<file path="src/verilog/bpics_pkg.sv">
// constants and carrier types for the port identity and command/status registers
package bpics_pkg;
    // register byte offsets inside the port window
    localparam logic [11:0] OFS_IDENT = 12'h000;
    localparam logic [11:0] OFS_CMDSTAT = 12'h004;
    // identity field positions
    localparam int VID_LSB = 0;
    localparam int DID_LSB = 16;
    // command bit positions
    localparam int B_IO = 0;
    localparam int B_MEM = 1;
    localparam int B_FWD = 2;
    localparam int B_PAR = 6;
    localparam int B_SERR = 8;
    localparam int B_INTD = 10;
    // status bit positions (whole word)
    localparam int B_INTS = 19;
    localparam int B_CAP = 20;
    localparam int B_MDPE = 24;
    localparam int B_STA = 27;
    localparam int B_SSE = 30;
    localparam int B_DPE = 31;
    // index of each write-one-clear flag in the flag vector
    localparam int F_MDPE = 0;
    localparam int F_STA = 1;
    localparam int F_SSE = 2;
    localparam int F_DPE = 3;
    localparam int NFLAG = 4;
    localparam int FLAG_POS [NFLAG] = '{B_MDPE, B_STA, B_SSE, B_DPE};
    // writable command bits and reset values
    localparam logic [10:0] CMD_WMASK = 11'h547;
    localparam logic [10:0] CMD_RST = 11'h000;
    localparam logic [NFLAG-1:0] FLAG_RST = 4'h0;
    localparam logic CAP_RST = 1'b1;

    typedef enum logic [1:0] {
        ST_LOAD = 2'b01,
        ST_DONE = 2'b10
    } bpics_init_t;

    typedef struct packed {
        logic valid;
        logic write;
        logic [11:0] addr;
        logic [3:0] be;
        logic [31:0] wdata;
    } bpics_cfg_req_t;

    typedef struct packed {
        logic ack;
        logic [31:0] rdata;
    } bpics_cfg_rsp_t;

    typedef struct packed {
        logic valid;
        logic [15:0] vendor;
        logic [15:0] device;
    } bpics_init_ld_t;

    typedef struct packed {
        logic valid;
        logic is_io;
        logic is_mem;
        logic is_cpl;
        logic poisoned;
        logic len_gt1;
    } bpics_pri_req_t;

    typedef struct packed {
        logic valid;
        logic is_memio;
        logic non_posted;
        logic poisoned;
        logic msg_or_cpl;
    } bpics_sec_req_t;

    typedef struct packed {
        logic pri_accept;
        logic pri_ignore;
        logic fwd_up;
        logic ur_cpl;
        logic intx_msg;
        logic err_msg;
    } bpics_act_t;
endpackage

</file>
<file path="src/verilog/bpics_regs.sv">
// port identity and command/status register pair with its gating logic
//
// Summary of operation
// - low identity half returns manufacturer code; init load may replace it, then read-only
// - high identity half returns part code; init load may replace it, then read-only
// - primary I/O accesses answered only while the I/O response bit is one
// - primary memory accesses answered only while the memory response bit is one
// - secondary non-posted memory/I/O refused as unsupported unless upstream forwarding is on
// - forwarding bit never holds back messages or completions
// - system-error reporting bit gates error messages and the signalled-error flag
// - interrupt-inhibit bit blocks legacy interrupt messages
// - unsupported command and status fields read zero, writes ignored
// - interrupt-pending bit follows the internal pending interrupt
// - capability-list bit always reads one
// - parity-response bit gates the master data parity flag on poisoned traffic
// - upstream port flags target abort on register access longer than one word
// - signalled-system-error flag set when an error message goes upstream
// - any poisoned primary packet sets the detected-parity flag
// - writing one clears a status flag, writing zero leaves it
// - identity fields frozen after init, restored only by fundamental reset
`timescale 1ns/100ps
module bpics_regs
    import bpics_pkg::*;
#(
    parameter logic [15:0] VENDOR_DFLT = 16'h1234, // arbitrary value
    parameter logic [15:0] DEVICE_DFLT = 16'h5678, // arbitrary value
    parameter bit IS_UPSTREAM = 1'b1
) (
    input wire logic clk_sys, // core clock
    input wire logic rst, // fundamental reset
    input wire logic hot_rst, // hot reset
    input wire bpics_init_ld_t init_ld, // identity load from eeprom
    input wire logic init_done, // initialization finished
    input wire bpics_cfg_req_t cfg_req, // configuration request
    output bpics_cfg_rsp_t cfg_rsp, // configuration answer
    input wire bpics_pri_req_t pri_req, // primary side request
    input wire bpics_sec_req_t sec_req, // secondary side request
    input wire logic intx_pending, // interrupt pending in port
    input wire logic intx_evt, // interrupt message wanted
    input wire logic err_evt, // fatal/nonfatal error detected
    output bpics_act_t act, // decisions, one-cycle pulses
    output logic [10:0] cmd_q, // command bits
    output logic init_frozen // identity now read-only
);
    bpics_init_t st_r;
    logic [15:0] vendor_r;
    logic [15:0] device_r;
    logic [10:0] cmd_r;
    logic [NFLAG-1:0] flag_r;
    logic [NFLAG-1:0] flag_set;
    logic [NFLAG-1:0] flag_clr;
    logic intp_r;
    bpics_cfg_rsp_t rsp_r;
    bpics_act_t act_r;
    bpics_act_t act_nxt;
    logic [31:0] stat_word;
    logic [31:0] rd_nxt;
    logic wr_cs;
    logic soft_rst;
    logic frozen_r;

    assign soft_rst = rst | hot_rst;
    assign wr_cs = cfg_req.valid & cfg_req.write & (cfg_req.addr == OFS_CMDSTAT);

    // init sequencing; load window closes for good
    always_ff @(posedge clk_sys) begin
        if (rst) begin
            st_r <= ST_LOAD;
        end else begin
            case (st_r)
                ST_LOAD: begin
                    if (init_done) begin
                        st_r <= ST_DONE;
                    end
                end
                ST_DONE: begin
                    st_r <= ST_DONE;
                end
                default: begin
                    st_r <= ST_LOAD;
                end
            endcase
        end
    end

    // separate flop so the freeze output leaves a register, not a decode
    always_ff @(posedge clk_sys) begin
        if (rst) begin
            frozen_r <= 1'b0;
        end else if (init_done) begin
            frozen_r <= 1'b1;
        end
    end

    // hot reset leaves identity alone
    always_ff @(posedge clk_sys) begin
        if (rst) begin
            vendor_r <= VENDOR_DFLT;
            device_r <= DEVICE_DFLT;
        end else if (st_r == ST_LOAD && init_ld.valid) begin
            vendor_r <= init_ld.vendor;
            device_r <= init_ld.device;
        end
    end

    // only the writable command bits take software data
    always_ff @(posedge clk_sys) begin
        if (soft_rst) begin
            cmd_r <= CMD_RST;
        end else if (wr_cs) begin
            if (cfg_req.be[0]) begin
                cmd_r[7:0] <= cfg_req.wdata[7:0] & CMD_WMASK[7:0];
            end
            if (cfg_req.be[1]) begin
                cmd_r[10:8] <= cfg_req.wdata[10:8] & CMD_WMASK[10:8];
            end
        end
    end

    always_ff @(posedge clk_sys) begin
        if (soft_rst) begin
            intp_r <= 1'b0;
        end else begin
            intp_r <= intx_pending;
        end
    end

    // flag events
    always_comb begin
        flag_set = '0;
        flag_set[F_MDPE] = cmd_r[B_PAR] & ((sec_req.valid & sec_req.poisoned & sec_req.is_memio & cmd_r[B_FWD])
            | (pri_req.valid & pri_req.is_cpl & pri_req.poisoned));
        flag_set[F_STA] = IS_UPSTREAM & pri_req.valid & pri_req.is_mem & pri_req.len_gt1;
        flag_set[F_SSE] = cmd_r[B_SERR] & err_evt;
        flag_set[F_DPE] = pri_req.valid & pri_req.poisoned;
    end

    // all flags sit in the top byte lane
    genvar gi;
    generate
        for (gi = 0; gi < NFLAG; gi = gi + 1) begin : g_flag
            assign flag_clr[gi] = wr_cs & cfg_req.be[3] & cfg_req.wdata[FLAG_POS[gi]];
            always_ff @(posedge clk_sys) begin
                if (soft_rst) begin
                    flag_r[gi] <= FLAG_RST[gi];
                end else begin
                    flag_r[gi] <= (flag_r[gi] & ~flag_clr[gi]) | flag_set[gi];
                end
            end
        end
    endgenerate

    // unlisted bits stay zero on read
    always_comb begin
        stat_word = 32'h0000_0000;
        stat_word[10:0] = cmd_r;
        stat_word[B_INTS] = intp_r;
        stat_word[B_CAP] = CAP_RST;
        stat_word[B_MDPE] = flag_r[F_MDPE];
        stat_word[B_STA] = flag_r[F_STA];
        stat_word[B_SSE] = flag_r[F_SSE];
        stat_word[B_DPE] = flag_r[F_DPE];
    end

    // unmapped offsets read zero and accept writes silently
    always_comb begin
        rd_nxt = 32'h0000_0000;
        if (cfg_req.addr == OFS_IDENT) begin
            rd_nxt = {device_r, vendor_r};
        end else if (cfg_req.addr == OFS_CMDSTAT) begin
            rd_nxt = stat_word;
        end
    end

    always_ff @(posedge clk_sys) begin
        if (rst) begin
            rsp_r <= '0;
        end else begin
            rsp_r.ack <= cfg_req.valid;
            rsp_r.rdata <= (cfg_req.valid & ~cfg_req.write) ? rd_nxt : 32'h0000_0000;
        end
    end

    // traffic decisions
    always_comb begin
        act_nxt = '0;
        act_nxt.pri_accept = pri_req.valid & ((pri_req.is_io & cmd_r[B_IO])
            | (pri_req.is_mem & cmd_r[B_MEM]) | pri_req.is_cpl);
        act_nxt.pri_ignore = pri_req.valid & ~pri_req.is_cpl & ((pri_req.is_io & ~cmd_r[B_IO])
            | (pri_req.is_mem & ~cmd_r[B_MEM]));
        act_nxt.fwd_up = sec_req.valid & (sec_req.msg_or_cpl | (sec_req.is_memio & cmd_r[B_FWD]));
        act_nxt.ur_cpl = sec_req.valid & ~sec_req.msg_or_cpl & sec_req.is_memio
            & ~cmd_r[B_FWD] & sec_req.non_posted;
        act_nxt.intx_msg = intx_evt & ~cmd_r[B_INTD];
        act_nxt.err_msg = err_evt & cmd_r[B_SERR];
    end

    always_ff @(posedge clk_sys) begin
        if (soft_rst) begin
            act_r <= '0;
        end else begin
            act_r <= act_nxt;
        end
    end

    // outputs straight from flops
    assign cfg_rsp = rsp_r;
    assign act = act_r;
    assign cmd_q = cmd_r;
    assign init_frozen = frozen_r;

    id_frozen_a: assert property (@(posedge clk_sys) disable iff (rst)
        st_r == ST_DONE |=> $stable(vendor_r) && $stable(device_r))
        else $error("identity changed after init");
    io_gate_a: assert property (@(posedge clk_sys) disable iff (soft_rst)
        pri_req.valid && pri_req.is_io && !pri_req.is_cpl && !cmd_r[B_IO] |=> !act_r.pri_accept && act_r.pri_ignore)
        else $error("io access not ignored");
    mem_gate_a: assert property (@(posedge clk_sys) disable iff (soft_rst)
        pri_req.valid && pri_req.is_mem && !pri_req.is_io && cmd_r[B_MEM] |=> act_r.pri_accept)
        else $error("memory access not answered");
    ur_refuse_a: assert property (@(posedge clk_sys) disable iff (soft_rst)
        sec_req.valid && sec_req.is_memio && !sec_req.msg_or_cpl && sec_req.non_posted && !cmd_r[B_FWD]
        |=> act_r.ur_cpl && !act_r.fwd_up)
        else $error("unsupported request not refused");
    msg_pass_a: assert property (@(posedge clk_sys) disable iff (soft_rst)
        sec_req.valid && sec_req.msg_or_cpl |=> act_r.fwd_up && !act_r.ur_cpl)
        else $error("message or completion held back");
    sse_cause_a: assert property (@(posedge clk_sys) disable iff (soft_rst)
        !flag_r[F_SSE] ##1 flag_r[F_SSE] |-> $past(err_evt) && $past(cmd_r[B_SERR]))
        else $error("system error flag set without cause");
    intx_block_a: assert property (@(posedge clk_sys) disable iff (soft_rst)
        act_r.intx_msg |-> $past(intx_evt) && !$past(cmd_r[B_INTD]))
        else $error("interrupt message while inhibited");
    rsvd_zero_a: assert property (@(posedge clk_sys) disable iff (rst)
        cfg_req.valid && !cfg_req.write && cfg_req.addr == OFS_CMDSTAT
        |=> rsp_r.ack && rsp_r.rdata[18:11] == 8'h00 && rsp_r.rdata[29:28] == 2'b00
        && rsp_r.rdata[26:25] == 2'b00 && rsp_r.rdata[5:3] == 3'b000 && rsp_r.rdata[B_CAP])
        else $error("reserved status or capability bit wrong");
    mdpe_gate_a: assert property (@(posedge clk_sys) disable iff (soft_rst)
        !cmd_r[B_PAR] && !flag_r[F_MDPE] |=> !flag_r[F_MDPE])
        else $error("parity flag set while response disabled");
    dpe_set_a: assert property (@(posedge clk_sys) disable iff (soft_rst)
        pri_req.valid && pri_req.poisoned |=> flag_r[F_DPE])
        else $error("poisoned packet not flagged");
    set_wins_a: assert property (@(posedge clk_sys) disable iff (soft_rst)
        |(flag_set & flag_clr) |=> (flag_r & $past(flag_set & flag_clr)) == $past(flag_set & flag_clr))
        else $error("new event lost to clear");
    zero_keeps_a: assert property (@(posedge clk_sys) disable iff (soft_rst)
        flag_r[F_DPE] && !flag_clr[F_DPE] |=> flag_r[F_DPE])
        else $error("flag dropped without write of one");

    // identity, gating, command-mask, pending-bit and flag set/clear checks
    vendor_init_a: assert property (@(posedge clk_sys)
        rst |=> vendor_r == VENDOR_DFLT)
        else $error("manufacturer code not restored by reset");
    id_read_a: assert property (@(posedge clk_sys) disable iff (rst)
        cfg_req.valid && !cfg_req.write && cfg_req.addr == OFS_IDENT
        |=> rsp_r.rdata == {$past(device_r), $past(vendor_r)})
        else $error("identity read wrong");
    device_load_a: assert property (@(posedge clk_sys) disable iff (rst)
        st_r == ST_LOAD && init_ld.valid |=> device_r == $past(init_ld.device))
        else $error("part code load not taken");
    io_answer_a: assert property (@(posedge clk_sys) disable iff (soft_rst)
        pri_req.valid && pri_req.is_io && !pri_req.is_mem && cmd_r[B_IO] |=> act_r.pri_accept && !act_r.pri_ignore)
        else $error("io access not answered");
    mem_ignore_a: assert property (@(posedge clk_sys) disable iff (soft_rst)
        pri_req.valid && pri_req.is_mem && !pri_req.is_io && !pri_req.is_cpl && !cmd_r[B_MEM]
        |=> act_r.pri_ignore && !act_r.pri_accept)
        else $error("memory access not ignored");
    fwd_up_a: assert property (@(posedge clk_sys) disable iff (soft_rst)
        sec_req.valid && sec_req.is_memio && cmd_r[B_FWD] |=> act_r.fwd_up && !act_r.ur_cpl)
        else $error("request not forwarded upstream");
    cpl_pass_a: assert property (@(posedge clk_sys) disable iff (soft_rst)
        pri_req.valid && pri_req.is_cpl |=> act_r.pri_accept && !act_r.pri_ignore)
        else $error("completion held back");
    err_gate_a: assert property (@(posedge clk_sys) disable iff (soft_rst)
        act_r.err_msg |-> $past(err_evt) && $past(cmd_r[B_SERR]))
        else $error("error message while reporting off");
    intx_pass_a: assert property (@(posedge clk_sys) disable iff (soft_rst)
        intx_evt && !cmd_r[B_INTD] |=> act_r.intx_msg)
        else $error("interrupt message lost");
    cmd_mask_a: assert property (@(posedge clk_sys) disable iff (soft_rst)
        wr_cs && cfg_req.be[0] |=> cmd_r[7:0] == ($past(cfg_req.wdata[7:0]) & CMD_WMASK[7:0]))
        else $error("low command byte not masked");
    intp_follow_a: assert property (@(posedge clk_sys) disable iff (soft_rst)
        1'b1 |=> intp_r == $past(intx_pending))
        else $error("interrupt pending bit not following");
    mdpe_set_a: assert property (@(posedge clk_sys) disable iff (soft_rst)
        cmd_r[B_PAR] && pri_req.valid && pri_req.is_cpl && pri_req.poisoned |=> flag_r[F_MDPE])
        else $error("poisoned completion not flagged");
    sta_set_a: assert property (@(posedge clk_sys) disable iff (soft_rst)
        IS_UPSTREAM && pri_req.valid && pri_req.is_mem && pri_req.len_gt1 |=> flag_r[F_STA])
        else $error("long register access not flagged");
    sse_set_a: assert property (@(posedge clk_sys) disable iff (soft_rst)
        err_evt && cmd_r[B_SERR] |=> flag_r[F_SSE])
        else $error("error message not flagged");
    one_clears_a: assert property (@(posedge clk_sys) disable iff (soft_rst)
        wr_cs && cfg_req.be[3] && cfg_req.wdata[B_DPE] && !flag_set[F_DPE] |=> !flag_r[F_DPE])
        else $error("write of one did not clear flag");
    hot_keeps_a: assert property (@(posedge clk_sys) disable iff (rst)
        hot_rst && !init_ld.valid |=> $stable(vendor_r) && $stable(device_r))
        else $error("identity changed by hot reset");
endmodule

</file>
<file path="config.mk">
export PLATFORM = sky130hd
export DESIGN_NAME = bpics_regs
export DESIGN_NICKNAME = d
export VERILOG_FILES = /design/src/verilog/bpics_pkg.sv /design/src/verilog/bpics_regs.sv
export SDC_FILE = /design/constraint.sdc
export NUM_CORES = 1
export LEC_CHECK = 0
export BUFFER_PORTS_ARGS = -buffer_cell sky130_fd_sc_hd__buf_2
export CAP_MARGIN = 30
export CORE_MARGIN = 1.5
export CORE_UTILIZATION = 41
export DETAILED_ROUTE_END_ITERATION = 8
export GPL_TIMING_DRIVEN = 0
export PLACE_DENSITY = 0.75
export SLEW_MARGIN = 20
export SYNTH_ARGS = -nofsm -noshare
export SYNTH_HDL_FRONTEND = slang
export SYNTH_SLANG_ARGS = --single-unit
export TNS_END_PERCENT = 20
</file>
<file path="constraint.sdc">
create_clock -name clk_sys -period 2 [get_ports clk_sys]
set_clock_uncertainty 0.2 [all_clocks]
set_input_delay 0.2 -clock clk_sys [delete_from_list [all_inputs] [get_ports clk_sys]]
set_output_delay 0.2 -clock clk_sys [all_outputs]
set_load 0.01 [all_outputs]
</file>
* Yosys cells after proc, flatten, opt, wreduce, memory -nomap -nowiden
Index checks and enable logic that the tools add are counted.
** Word-level totals
- Bits of input ports :: 101
- Flip-flop bits (word level) :: 85
- Logic and storage cells :: 90
- Output and inout bits :: 51
** Operators by class
- Reduce and logical (&&, ||, !) cells :: 5
- Bitwise gates (word level) :: 58
- Eq/ne operators :: 4
- Multiplexer cells :: 4
** Operators by type and width (number)
- two-way mux 32 bit :: 2
- bitwise AND 1 bit :: 36
- == test 12 x 3 -> 1 bit, second input constant :: 1
- logical NOT 12 bit :: 1
- NOT 1 bit :: 12
- bitwise OR 1 bit :: 10
- case mux 2 bit (2 select lines) :: 1
- AND reduction 2 bit :: 2
- == test 2 x 1 -> 1 bit, second input constant :: 1
- == test 2 bit, second input constant :: 1
- two-way mux 2 bit :: 1
- != test 2 bit, second input constant :: 1
- OR reduction 2 bit :: 1
- logical AND 1 bit :: 1

* Depth between registers and ports, before layout
- Depth after elaboration :: 7
- Depth in mapped cells :: 7
- Mapped depth without buffers :: 5

* Worst setup path after synthesis
OpenSTA, ideal clock, no wires.
- Path kind :: input-to-reg
- Start point :: input port cfg_req[45] in the netlist's numbering
- End point :: register rsp_r, in the netlist cfg_rsp[11]
- Stages :: 5
- Arrival :: 1.692 ns
- Setup slack :: 0.034 ns
- Data required time :: 1.726 ns
- Buffers on the path :: 2
- Cell sequence :: or4_1 or4b_1 buf_2 buf_6 nor3b_2
** Between the ends
- Word-level cells in the longest chain between the ends :: 2
** Ends and longest elaborated chain
- from (decl) :: RTL line bpics_regs.sv:34 : input wire bpics_cfg_req_t cfg_req,
- logical NOT 12 bit :: RTL line bpics_regs.sv:168 : if (cfg_req.addr == OFS_IDENT) begin
- two-way mux 32 bit :: RTL line bpics_regs.sv:168
- to (decl) :: RTL line bpics_regs.sv:53 : bpics_cfg_rsp_t rsp_r;
Every way passes these cells.
A chain may end at the register's enable or synchronous reset.

* Worst setup path after layout
- Start point :: input port cfg_req[45] in the netlist's numbering
- End point :: register rsp_r, in the netlist cfg_rsp[18]
The elaborated chain is that of the path after synthesis.

==> results.toml <==
[layout]
utilization = 0.635
diodes = 0
area_delta_synth_final_pct = 48.8
multi_input_area_um2 = 1280
drive_above_1_share = 0.318
stdcell_area_um2 = 4630
seq_area_um2 = 1700
final_nets = 621
nFillCells = 625
fin_cells = 621

[grt]
top_usage_layer = "met2"
grt_first_pass_wirelength_um = 13500
gr-total-overflow = 0
grtUsageMet3 = 0.0508
grt_max_degree = 13
grt.met2_usage = 0.360
antenna_found_initial = 0
grtUsageMet1 = 0.257
track_usage = 0.212
grt_pass1_vias = 2818

[sta]
finalCriticalPeriod_ns = 1.87
tightestPinTransition_ns = 0.731
rsz0062_at_grt = "no"
fin_crit_sh = 0.936
slew_headroom = 0.513
fmax_ghz = 0.534
finalHoldViolCount = 0
hold_ws_ns = 0.0167
setup_viol = 0
slew_violations = 0

[setup_path]
reg2regPathDepth = 7
crit_type = "in2reg"
worst_setup_path_end_kind = "flop"
timing.rr.start = "st_r[1]"
critPathLaunch = "cfg_req[45]"
crit_required_ns = 2.06
path_max_fanout = 10
regToRegSetupSlack_ns = 0.19
r2r_end = "device_r[1]"
arrival_ns = 1.94
startpoint_type = "primary input"

[drt]
firstDrtPassIters = 4
antenna_left = 0
drt_iter0_drc = 98
routedWlPerCell_um = 13.8
drc_errors = 0
wl_um = 8590
via_count = 2926
viasPerCell = 4.71

[synth]
synth_cells = 325
yosysUniqueCellTypes = 38
synthTopCellsByArea = "dfxtp_1, nand2_1, nor3b_2"
ys_seq_area_frac = 0.547
ys_warn_count = 0
netlist_area_um2 = 3110
synth_edf_count = 0
yosysMostFrequentCell = "dfxtp_1"
synth_common_cells = "dfxtp_1, nand2_1, a21oi_1, nor2_1, nor3b_2"
synth_flop_cell = "dfxtp_1"
async_flop_share = 0
avgSynthCellArea_um2 = 9.57
synth_top_cell_area_share = 0.547
ys_ff_latch = 85
synth_area_leader_cell = "dfxtp_1"

[die]
die_x_um = 90.1
ios = 152
die_y_um = 90.1
core-area_um2 = 7290
initial_utilization = 0.427
placementRows = 31
die_area_um2 = 8120

[place]
place_area_um2 = 3860
gp_congestion = 0.832
io_buffers = 122
placed_cells = 550
dp_hpwl_um = 5550

[job]
drv_cap = 0

[clock_tree]
cts_inserted_buffers = 9
cts_sinks = 85
cts_root_buf = "clkbuf_8"
clockBufferDepth = 2
clk_latency_ns = 0.34
htreeDepth = 3
cts_tree = "yes"
cts_setup_buffers = 0
clk_pin_slew_ns = 0.08

[pwr]
p_per_area_nw_per_um2 = 840
ir_drop_mv = 0.446
p_leak_nw = 2.06

[run_status]
outcome = "finished, final reports clean"

[hold_path]
hp-start = "pri_req[3]"
min_delay_path_depth = 3
hold_class = "in2reg"
hold_path_end = "flag_r[1]"
[flip-flops by register name, summed over array words and instances (netlist names)]
name and cells:
st_r 2, intp_r 1, act 6, cmd_q 6, flag_r 4, device_r 16, cfg_rsp 33, init_frozen 1
vendor_r 16
[per-stage QoR]
stage | setup TNS [ns] | total power [mW] | worst slack [ns]
global placement | -6.15 | 2.59 | -0.217
detailed placement | -5.79 | 2.62 | -0.198
floorplan | 0 | 2.40 | 0.0342
CTS | 0 | 3.91 | 0.146
global route | 0 | 4.11 | 0.0150
finish | 0 | 3.89 | 0.128
[worst max-delay path: stages]
cell	delay, ns
buf_2	0.09
or4_1	0.63
or4b_1	0.50
buf_2	0.18
buf_6	0.16
nor3b_2	0.16
[per-layer routing]
metal	up-vias	share of wire	wire length (µm)
li1	1462	-	-
met1	1332	0.43	3660
met2	105	0.49	4220
met3	27	0.052	445
met4	0	0.030	260
met5	-	0	0
[layout make-up]
cell class	instances	area share
flip-flops and latches	85	0.367
multi-input cells	214	0.276
repair buffers	179	0.255
clock buffers	13	0.0365
plain buffers	26	0.0289
well taps	99	0.0267
clock inverters	1	0.00648
inverters	4	0.00324
[worst max-delay path by stage]
| stage | endpoint | slack [ns] |
|---|---|---|
| floorplan | cfg_rsp[11] | 0.03 |
| global placement | cfg_rsp[17] | -0.22 |
| detailed placement | cfg_rsp[13] | -0.20 |
| CTS | cfg_rsp[9] | 0.15 |
| global route | vendor_r[3] | 0.02 |
| finish | cfg_rsp[18] | 0.13 |
[cell families after synthesis]
| group | after synthesis | synth area share |
|---|---|---|
| multiplexers | 17 | 0.0547 |
| AO/OA/AOI/OAI | 34 | 0.0627 |
| AND/OR/NAND/NOR | 157 | 0.283 |
| buffers and inverters | 30 | 0.0478 |
| adder cells (fa/ha/maj) | 1 | 0.00402 |
| flip-flops | 85 | 0.547 |
| other | 1 | 0.00121 |
[cell usage in the layout, fill, tap and decap left out, types with 13 or more instances in the layout]
cell	instances
buf_2	124
dfxtp_1	85
nand2_1	82
dlygate4sd3_1	57
a21oi_1	24
nor2_1	20
nor3b_2	18
mux2i_1	17
clkbuf_1	16
nand3b_1	13
[report_power, final]
part           switching [mW]  leakage (nW)  internal, mW  total (mW)
Sequential             0.0822         0.692          1.86        1.94
Combinational           0.384          1.27         0.342       0.725
Clock                   0.551         0.102         0.667        1.22
[repair_timing]
action | CTS | global route
hold endpoints to repair | 51 | 0
resized for setup | 0 | 0
hold buffers | 57 | 0
No activity file was read; power rests on OpenSTA's default activity.
